===== src/design/pfs_pkg.sv =====
/*
 * Constants for the program flash self-programmer: control bit positions,
 * unlock pattern, latch block geometry, reset values and operation timing.
 * Assumes a 25 MHz core clock where one clock is one instruction cycle.
 */
// Overview of operation
// [RULE1] Software loads address pair, clears config select, sets program select, sets read start.
// [RULE2] The second instruction cycle after read start is consumed by the flash read.
// [RULE3] The read word appears in the data pair in the very next cycle.
// [RULE4] The data pair keeps the last word until another read or software write.
// [RULE5] Software places two no-operations after setting read start.
// [RULE6] Program flash reads succeed regardless of the code protection bit.
// [RULE7] Erase during execution is by whole rows only.
// [RULE8] Row erase: address, selects, erase and write enable, 55h then AAh, write start.
// [RULE9] Erase select reads as busy and clears when the row erase finishes.
// [RULE10] Two setup cycles follow write start; software places two no-operations there.
// [RULE11] A row erase halts instruction execution for about 2 ms; clocks keep running.
// [RULE12] After the stall, execution resumes at the third instruction after the set.
// [RULE13] A program write never erases anything by itself.
// [RULE14] One program operation writes at most 32 latches inside one aligned block.
// [RULE15] Every write latch returns to the erased pattern when a program write completes.
// [RULE16] With load-only set, an unlocked write only stores the data pair into one latch.
// [RULE17] With load-only clear, the last latch is loaded then the block is programmed.
// [RULE18] The whole latch block is programmed, loaded this time or not.
// [RULE19] The 2 ms stall happens only for the final programming, never for latch loads.
// [RULE20] Software keeps interrupts off between the unlock writes and write start.
// [RULE21] Software increments the address and reloads data between latch loads.
// [RULE22] Read start and write start are set by software only, cleared by hardware.
// [RULE23] Write start cannot set unless write enable is already set.
// [RULE24] No write or erase starts without 55h, then AAh, then write start.
// [RULE25] Reading the unlock register always returns zero.
// [RULE26] A write start not directly after the unlock pair re-arms the detector.
package pfs_pkg;

   // ----------------------------------------------------------------
   // Control byte layout
   // ----------------------------------------------------------------
   localparam int CTL_READ_START  = 0;
   localparam int CTL_WRITE_START = 1;
   localparam int CTL_WRITE_EN    = 2;
   localparam int CTL_ERASE_SEL   = 4;
   localparam int CTL_LOAD_ONLY   = 5;
   localparam int CTL_CFG_SEL     = 6;
   localparam int CTL_PROG_SEL    = 7;
   localparam logic [7:0] CTL_RESET = 8'h00;

   // ----------------------------------------------------------------
   // Unlock pattern and geometry
   // ----------------------------------------------------------------
   localparam logic [7:0]  UNLOCK_FIRST  = 8'h55;
   localparam logic [7:0]  UNLOCK_SECOND = 8'haa;
   localparam int          WORD_W        = 14;
   localparam int          ADDR_W        = 15;
   localparam int          LATCH_COUNT   = 32;
   localparam int          LATCH_IDX_W   = 5;
   localparam logic [13:0] ERASED_WORD   = 14'h3fff;
   localparam logic [7:0]  ADDR_RESET    = 8'h00;
   localparam logic [7:0]  DATA_RESET    = 8'h00;

   // ----------------------------------------------------------------
   // Timing
   // ----------------------------------------------------------------
   localparam int SETUP_CYCLES = 2;
   localparam int CLK_KHZ      = 25000;
   localparam int OP_TIME_US   = 2000;
   localparam int OP_CYCLES    = (OP_TIME_US * CLK_KHZ) / 1000;

endpackage


===== src/design/pfs_latch_mem.sv =====
/*
 * Write latch buffer: one write port, one read port with registered data.
 * Loads the erased pattern on reset only, not at power-up. Read of an address written in
 * the same cycle returns the old word.
 */
`timescale 1ns/1ps
module pfs_latch_mem #(
   parameter int DEPTH = pfs_pkg::LATCH_COUNT,
   parameter int IDX_W = pfs_pkg::LATCH_IDX_W,
   parameter int WIDTH = pfs_pkg::WORD_W
) (
   // Clock and reset
   input  wire logic             clock,
   input  wire logic             rst,
   // Write port
   input  wire logic             wr_en,
   input  wire logic [IDX_W-1:0] wr_idx,
   input  wire logic [WIDTH-1:0] wr_word,
   // Read port
   input  wire logic [IDX_W-1:0] rd_idx,
   output logic      [WIDTH-1:0] rd_word_q
);

   logic [WIDTH-1:0] mem_q [DEPTH];

   always_ff @(posedge clock) begin
      rd_word_q <= mem_q[rd_idx];
      if (rst) begin
         for (int i = 0; i < DEPTH; i++) begin
            mem_q[i] <= WIDTH'(pfs_pkg::ERASED_WORD);
         end
      end else if (wr_en) begin
         mem_q[wr_idx] <= wr_word;
      end
   end

endmodule


===== src/design/pfs_self_programmer.sv =====
/*
 * Program flash self-programmer: read path, unlock-guarded row erase and
 * block programming through a latch buffer, with core stall and skip.
 * Assumes the core writes registers by one-cycle strobes, one clock per
 * instruction cycle, and a flash array with one cycle read latency.
 */
`timescale 1ns/1ps
module pfs_self_programmer #(
   parameter int OP_CYCLES = pfs_pkg::OP_CYCLES
) (
   // Clock and reset
   input  wire logic        clock,
   input  wire logic        rst,
   // Core register writes
   input  wire logic [7:0]  core_wdata,
   input  wire logic        addr_high_wr,
   input  wire logic        addr_low_wr,
   input  wire logic        data_high_wr,
   input  wire logic        data_low_wr,
   input  wire logic        control_wr,
   input  wire logic        unlock_wr,
   // Core register readback
   output logic [7:0]       nvm_address_high,
   output logic [7:0]       nvm_address_low,
   output logic [7:0]       nvm_data_high,
   output logic [7:0]       nvm_data_low,
   output logic [7:0]       nvm_control,
   output logic [7:0]       nvm_unlock_register,
   // Core pipeline control
   output logic             core_skip,
   output logic             core_stall,
   // Flash array
   output logic             flash_rd_en,
   output logic [14:0]      flash_addr,
   input  wire logic [13:0] flash_rd_data,
   output logic             flash_erase,
   output logic             flash_prog_we,
   output logic [13:0]      flash_prog_data
);

   localparam int TMR_W = $clog2(OP_CYCLES + 1);

   // ----------------------------------------------------------------
   // State
   // ----------------------------------------------------------------
   typedef enum logic [1:0] {PFS_LOCKED, PFS_GOT_FIRST, PFS_ARMED} pfs_unlock_e;
   typedef enum logic [2:0] {
      PFS_IDLE, PFS_RD_FETCH, PFS_RD_TAKE, PFS_SETUP,
      PFS_DISPATCH, PFS_ERASE, PFS_SWEEP, PFS_PROG_WAIT
   } pfs_op_e;

   typedef struct packed {
      logic [7:0]              addr_hi;
      logic [7:0]              addr_lo;
      logic [5:0]              data_hi;
      logic [7:0]              data_lo;
      logic                    read_start;
      logic                    write_start;
      logic                    write_enable;
      logic                    erase_select;
      logic                    load_latches_only;
      logic                    config_space_select;
      logic                    program_memory_select;
      pfs_unlock_e             unlock;
      pfs_op_e                 op;
      logic [1:0]              setup_cnt;
      logic [TMR_W-1:0]        timer;
      logic [4:0]              sweep_idx;
      logic                    skip;
      logic                    stall;
      logic                    rd_en;
      logic [14:0]             faddr;
      logic                    erase;
      logic                    prog_we;
   } pfs_state_s;

   pfs_state_s s_q;
   pfs_state_s s_d;

   logic             lat_wr_en;
   logic [4:0]       lat_wr_idx;
   logic [13:0]      lat_wr_word;
   logic [4:0]       lat_rd_idx;
   logic [13:0]      lat_rd_word;

   function automatic logic [14:0] word_addr(input logic [7:0] hi, input logic [7:0] lo);
      return {hi[6:0], lo};
   endfunction

   function automatic logic [14:0] block_base(input logic [7:0] hi, input logic [7:0] lo);
      logic [14:0] a;
      a = word_addr(hi, lo);
      return {a[14:pfs_pkg::LATCH_IDX_W], 5'h00};
   endfunction

   // ----------------------------------------------------------------
   // Next state
   // ----------------------------------------------------------------
   always_comb begin
      s_d         = s_q;
      s_d.skip    = 1'b0;
      s_d.rd_en   = 1'b0;
      s_d.prog_we = 1'b0;
      lat_wr_en   = 1'b0;
      lat_wr_idx  = s_q.addr_lo[4:0];
      lat_wr_word = {s_q.data_hi, s_q.data_lo};
      lat_rd_idx  = s_q.sweep_idx;

      if (addr_high_wr) begin
         s_d.addr_hi = core_wdata;
      end
      if (addr_low_wr) begin
         s_d.addr_lo = core_wdata;
      end
      if (data_high_wr) begin
         s_d.data_hi = core_wdata[5:0]; // RULE4
      end
      if (data_low_wr) begin
         s_d.data_lo = core_wdata; // RULE4
      end

      // Unlock detector: any break in 55h, AAh, write start re-locks
      if (unlock_wr) begin
         if (core_wdata == pfs_pkg::UNLOCK_FIRST) begin
            s_d.unlock = PFS_GOT_FIRST; // RULE24
         end else if (core_wdata == pfs_pkg::UNLOCK_SECOND && s_q.unlock == PFS_GOT_FIRST) begin
            s_d.unlock = PFS_ARMED; // RULE24
         end else begin
            s_d.unlock = PFS_LOCKED;
         end
      end

      if (control_wr) begin
         // Start bits only set from software; zeros written to them are ignored
         s_d.write_enable          = core_wdata[pfs_pkg::CTL_WRITE_EN];
         s_d.load_latches_only     = core_wdata[pfs_pkg::CTL_LOAD_ONLY];
         s_d.config_space_select   = core_wdata[pfs_pkg::CTL_CFG_SEL];
         s_d.program_memory_select = core_wdata[pfs_pkg::CTL_PROG_SEL];
         if (s_q.op == PFS_IDLE) begin
            s_d.erase_select = core_wdata[pfs_pkg::CTL_ERASE_SEL];
         end
         s_d.unlock = PFS_LOCKED; // RULE26
         if (core_wdata[pfs_pkg::CTL_READ_START] && s_q.op == PFS_IDLE
             && s_q.program_memory_select && !s_q.config_space_select) begin
            s_d.read_start = 1'b1; // RULE22
            s_d.rd_en      = 1'b1;
            s_d.faddr      = word_addr(s_q.addr_hi, s_q.addr_lo);
            s_d.op         = PFS_RD_FETCH;
         end else if (core_wdata[pfs_pkg::CTL_WRITE_START] && s_q.op == PFS_IDLE
                      && s_q.write_enable && s_q.unlock == PFS_ARMED // RULE23 RULE24
                      && s_q.program_memory_select && !s_q.config_space_select) begin
            s_d.write_start = 1'b1; // RULE22
            s_d.setup_cnt   = 2'(pfs_pkg::SETUP_CYCLES - 1);
            s_d.op          = PFS_SETUP;
         end
      end

      case (s_q.op)
         PFS_IDLE: begin
         end
         // First instruction after the set executes while flash is read
         PFS_RD_FETCH: begin
            s_d.skip = 1'b1; // RULE2
            s_d.op   = PFS_RD_TAKE;
         end
         // Code protection does not gate this path at all
         PFS_RD_TAKE: begin
            s_d.data_hi    = flash_rd_data[13:8]; // RULE3 RULE6
            s_d.data_lo    = flash_rd_data[7:0]; // RULE3
            s_d.read_start = 1'b0; // RULE22
            s_d.op         = PFS_IDLE;
         end
         PFS_SETUP: begin
            if (s_q.setup_cnt == 2'd0) begin
               s_d.op = PFS_DISPATCH; // RULE10
            end else begin
               s_d.setup_cnt = s_q.setup_cnt - 2'd1;
            end
         end
         PFS_DISPATCH: begin
            if (s_q.erase_select) begin
               s_d.faddr = block_base(s_q.addr_hi, s_q.addr_lo); // RULE7
               s_d.erase = 1'b1;
               s_d.stall = 1'b1; // RULE11
               s_d.timer = TMR_W'(OP_CYCLES - 1);
               s_d.op    = PFS_ERASE;
            end else begin
               lat_wr_en = 1'b1; // RULE16 RULE17
               if (s_q.load_latches_only) begin
                  s_d.write_start = 1'b0; // RULE19
                  s_d.op          = PFS_IDLE;
               end else begin
                  s_d.stall     = 1'b1; // RULE19
                  s_d.sweep_idx = 5'h00;
                  s_d.op        = PFS_SWEEP;
               end
            end
         end
         PFS_ERASE: begin
            if (s_q.timer == '0) begin
               s_d.erase        = 1'b0;
               s_d.stall        = 1'b0; // RULE12
               s_d.erase_select = 1'b0; // RULE9
               s_d.write_start  = 1'b0; // RULE22
               s_d.op           = PFS_IDLE;
            end else begin
               s_d.timer = s_q.timer - TMR_W'(1);
            end
         end
         // Every latch goes out, then is put back to the erased pattern
         PFS_SWEEP: begin
            lat_wr_en   = 1'b1;
            lat_wr_idx  = s_q.sweep_idx;
            lat_wr_word = pfs_pkg::ERASED_WORD; // RULE15
            s_d.prog_we = 1'b1; // RULE18 RULE13
            s_d.faddr   = block_base(s_q.addr_hi, s_q.addr_lo) | 15'(s_q.sweep_idx); // RULE14
            if (s_q.sweep_idx == 5'(pfs_pkg::LATCH_COUNT - 1)) begin
               s_d.timer = TMR_W'(OP_CYCLES - 1);
               s_d.op    = PFS_PROG_WAIT;
            end else begin
               s_d.sweep_idx = s_q.sweep_idx + 5'd1;
            end
         end
         PFS_PROG_WAIT: begin
            if (s_q.timer == '0) begin
               s_d.stall       = 1'b0; // RULE12
               s_d.write_start = 1'b0; // RULE22
               s_d.op          = PFS_IDLE;
            end else begin
               s_d.timer = s_q.timer - TMR_W'(1);
            end
         end
         default: begin
            s_d.op = PFS_IDLE;
         end
      endcase
   end

   // ----------------------------------------------------------------
   // State register
   // ----------------------------------------------------------------
   always_ff @(posedge clock) begin
      if (rst) begin
         s_q                       <= '0;
         s_q.addr_hi               <= pfs_pkg::ADDR_RESET;
         s_q.addr_lo               <= pfs_pkg::ADDR_RESET;
         s_q.data_hi               <= pfs_pkg::DATA_RESET[5:0];
         s_q.data_lo               <= pfs_pkg::DATA_RESET;
         s_q.read_start            <= pfs_pkg::CTL_RESET[pfs_pkg::CTL_READ_START];
         s_q.write_start           <= pfs_pkg::CTL_RESET[pfs_pkg::CTL_WRITE_START];
         s_q.write_enable          <= pfs_pkg::CTL_RESET[pfs_pkg::CTL_WRITE_EN];
         s_q.erase_select          <= pfs_pkg::CTL_RESET[pfs_pkg::CTL_ERASE_SEL];
         s_q.load_latches_only     <= pfs_pkg::CTL_RESET[pfs_pkg::CTL_LOAD_ONLY];
         s_q.config_space_select   <= pfs_pkg::CTL_RESET[pfs_pkg::CTL_CFG_SEL];
         s_q.program_memory_select <= pfs_pkg::CTL_RESET[pfs_pkg::CTL_PROG_SEL];
         s_q.unlock                <= PFS_LOCKED;
         s_q.op                    <= PFS_IDLE;
      end else begin
         s_q <= s_d;
      end
   end

   pfs_latch_mem u_latches (
      .clock     (clock),
      .rst       (rst),
      .wr_en     (lat_wr_en),
      .wr_idx    (lat_wr_idx),
      .wr_word   (lat_wr_word),
      .rd_idx    (lat_rd_idx),
      .rd_word_q (lat_rd_word)
   );

   // ----------------------------------------------------------------
   // Outputs
   // ----------------------------------------------------------------
   assign nvm_address_high    = s_q.addr_hi;
   assign nvm_address_low     = s_q.addr_lo;
   assign nvm_data_high       = {2'b00, s_q.data_hi};
   assign nvm_data_low        = s_q.data_lo;
   assign nvm_control         = {s_q.program_memory_select, s_q.config_space_select,
                                 s_q.load_latches_only, s_q.erase_select, 1'b0,
                                 s_q.write_enable, s_q.write_start, s_q.read_start};
   assign nvm_unlock_register = 8'h00; // RULE25
   assign core_skip           = s_q.skip;
   assign core_stall          = s_q.stall;
   assign flash_rd_en         = s_q.rd_en;
   assign flash_addr          = s_q.faddr;
   assign flash_erase         = s_q.erase;
   assign flash_prog_we       = s_q.prog_we;
   assign flash_prog_data     = lat_rd_word;

endmodule


===== config.mk =====
export PLATFORM = sky130hd
export DESIGN_NAME = pfs_self_programmer
export DESIGN_NICKNAME = d
export VERILOG_FILES = /design/src/design/pfs_pkg.sv /design/src/design/pfs_latch_mem.sv /design/src/design/pfs_self_programmer.sv
export SDC_FILE = /design/constraint.sdc
export NUM_CORES = 1
export LEC_CHECK = 0
export BUFFER_PORTS_ARGS = -buffer_cell sky130_fd_sc_hd__buf_2
export CAP_MARGIN = 20
export CORE_MARGIN = 8
export CORE_UTILIZATION = 45
export CTS_BUF_LIST = sky130_fd_sc_hd__clkbuf_8 sky130_fd_sc_hd__clkbuf_16
export CTS_CLUSTER_SIZE = 12
export DETAILED_ROUTE_END_ITERATION = 12
export SYNTH_ARGS = -nofsm -noshare
export SYNTH_HDL_FRONTEND = slang
export SYNTH_SLANG_ARGS = --single-unit

===== constraint.sdc =====
create_clock -name clock -period 4 [get_ports clock]
set_input_delay 0.8 -clock clock [delete_from_list [all_inputs] [get_ports clock]]
set_output_delay 0.8 -clock clock [all_outputs]
set_load 0.02 [all_outputs]

==> out/qor.yml <==
status:
  status: "completed"
sta:
  fin_skew_ps: 38.9
  relSlewSlack: 0.304
  finalMaxSlewViolations: 0
  hold_viol: 0
  rsz0062_at_grt: "false"
  fin_crit_sh: 0.818
  finalSetupTns_ps: 0
  holdWs_ps: 457
  setup_violations: 0
  worst_pin_slew_ps: 1040
  timing.fmax_mhz: 306
  period_minus_slack_ps: 3270
grt:
  grt_usage: 0.227
  grt_pass1_wl_mm: 105
  grt_pass1_vias: 15400
  grtUsageMet2: 0.378
  grtUsageMet3: 0.0405
  antenna_found_initial: 2
  grt_max_degree: 76
  grtUsageMet1: 0.295
  gr-total-overflow: 0
  grt-busiest-layer: "met2"
layout:
  drive_gt1_frac: 0.284
  area_delta_synth_final_pct: 10.9
  final_cell_mix: "edfxtp_1 (448), nand2_1 (224), mux4_2 (140)"
  num-nets-final: 1864
  layout_commonest_cell: "edfxtp_1"
  diodes: 0
logic_synthesis:
  synthDistinctLibCells: 60
  ys_seq_area_frac: 0.621
  synth-async-reset-ratio: 0
  yosys_warnings: 0
  ys_ff_latch: 547
  synthCells: 1806
  syn_avg_cell_area_um2: 13.8
  syn_area_mm2: 0.0249
  synth_edf_count: 448
  synth_ff_type: "edfxtp_1"
min_path:
  whs_path_depth: 3
  min_path_type: "in -> reg"
cts:
  cts_buffer_depth: 3
  clk-insertion-delay-late_ps: 640
  root_buffer: "clkbuf_16"
  post-cts-setup-buffers: 0
  ctsHoldBuffers: 0
  htreeDepth: 2
  cts_sinks: 547
  cts.clk_slew.worst_paths_ps: 60
  tritoncts: "yes"
  ctsResizeCount: 0
  numCtsBuffers: 58
setup_path:
  cp.required_ps: 4230
  endpoint_kind: "flip-flop"
  worst-r2r-cell-count: 6
  cp.arrival_ps: 3510
  start_kind: "flip-flop"
  path_class: "reg -> reg"
  cp_max_fo: 19
die:
  io_pins: 112
  die_h_um: 251
  core.rowCount: 86
  start_util: 0.453
  coreArea_mm2: 0.0549
  die_x_um: 251
  design.die.area_mm2: 0.0630
drt:
  drt-initial-drc-count: 2060
  drcViolationCount: 0
  vias: 15400
  ant_nets: 0
  wl_mm: 72.9
  vias_per_cell: 5.97
  wl_per_cell_um: 28.2
  first_pass_iters: 5
placement:
  globalplace.congestion: 0.827
  portBuffers: 100
  hpwl_mm: 47.0
power:
  ir_worst_vdd_v: 0.000327
  finalPower_mw: 11.9
  leakage_nw: 7.41
  powerDensity_mw_per_mm2: 431
flow_run:
  drv_cap: 0
-- report_power, final --
group	total, mW	switching [mW]	internal, mW
Sequential	6.22	0.0637	6.16
Combinational	0.542	0.422	0.120
Clock	5.10	2.28	2.83
-- logic make-up after synthesis --
| logic type | after synthesis | synth area share |
|---|---|---|
| compound gates | 108 | 0.0304 |
| xor+xnor | 14 | 0.00493 |
| fa+ha+maj | 3 | 0.00151 |
| buf+inv | 224 | 0.0460 |
| flops | 547 | 0.621 |
| mux | 206 | 0.154 |
| other cells | 1 | 0.000151 |
| simple gates | 703 | 0.142 |
-- final timing paths --
| kind | start | end | slack [ps] |
|---|---|---|---|
| max | s_q[43] | u_latches.mem_q[26][11] | 730 |
| min | flash_rd_data[12] | nvm_data_high[4] | 460 |
| max reg2reg | s_q[43] | u_latches.mem_q[26][11] | 730 |
| min reg2reg | nvm_control[0] | nvm_control[0] | 480 |
-- area by class of cell --
type / count / area (um^2)
multi-input combinational: 1045 / 8340
fill: 4721 / 27300
sequential: 547 / 15400
timing repair buffer: 172 / 1070
tap: 704 / 881
clock buffer: 64 / 1550
clock inverter: 44 / 256
inverter: 7 / 26.3
-- flip-flops by register name (all words and copies together) (netlist names) --
| signal | cells |
|---|---|
| flash_erase | 1 |
| flash_prog_we | 1 |
| nvm_address_low | 8 |
| core_stall | 1 |
| nvm_data_low | 8 |
| s_q | 23 |
| u_latches.mem_q | 448 |
| lat_rd_idx | 5 |
| nvm_address_high | 8 |
| nvm_data_high | 6 |
| nvm_control | 7 |
| flash_addr | 15 |
| flash_rd_en | 1 |
| core_skip | 1 |
| u_latches.rd_word_q | 14 |
-- worst max-delay path: stages, from the launching register on --
cell and delay (ps):
dfxtp_1 700, and3b_1 450, nor3b_2 630, a21oi_1 100, nor2_1 110, buf_4 250
a21o_1 620
-- Yosys cell counts, types with 5 or more instances --
cell type,count,area share
a22oi_1,8,0.0024
nor2_1,118,0.018
buf_4,66,0.020
or2_2,115,0.029
a21oi_1,21,0.0042
a21o_1,22,0.0066
nand2b_1,35,0.0088
edfxtp_1,448,0.54
nand3_1,64,0.013
o21ai_0,9,0.0018
a211oi_1,21,0.0063
nor3_1,20,0.0040
or3_1,77,0.019
mux2_2,15,0.0068
a32oi_1,5,0.0018
mux2i_1,51,0.021
clkbuf_1,92,0.014
buf_1,16,0.0024
nor2b_1,6,0.0015
nand3b_1,5,0.0015
mux4_2,140,0.13
dfxtp_1,99,0.080
nand2_1,224,0.034
nor4_1,5,0.0013
buf_2,42,0.0085
xnor2_1,12,0.0042
inv_1,7,0.0011
-- layer usage --
layer  part of all wire  up-vias  routed length (um)
met3              0.081      137                5880
met1               0.39     7875               28500
li1                   -     6678                   -
met4              0.039        2                2820
met2               0.49      727               35700
met5            0.00023        -                  17
-- per-stage QoR --
stage / instances / area, um^2 / setup slack, ps / util
2_1_floorplan: 1816 / 24900 / 1530 / -
3_3_place_gp: 2475 / 25800 / 716 / 0.469
3_5_place_dp: 2475 / 25800 / 716 / 0.469
4_1_cts: 2583 / 27600 / 781 / 0.502
5_1_grt: 2583 / 27600 / 520 / 0.502
6_report: 2583 / 27600 / 728 / 0.502
Power figures use the tool's default switching activity.
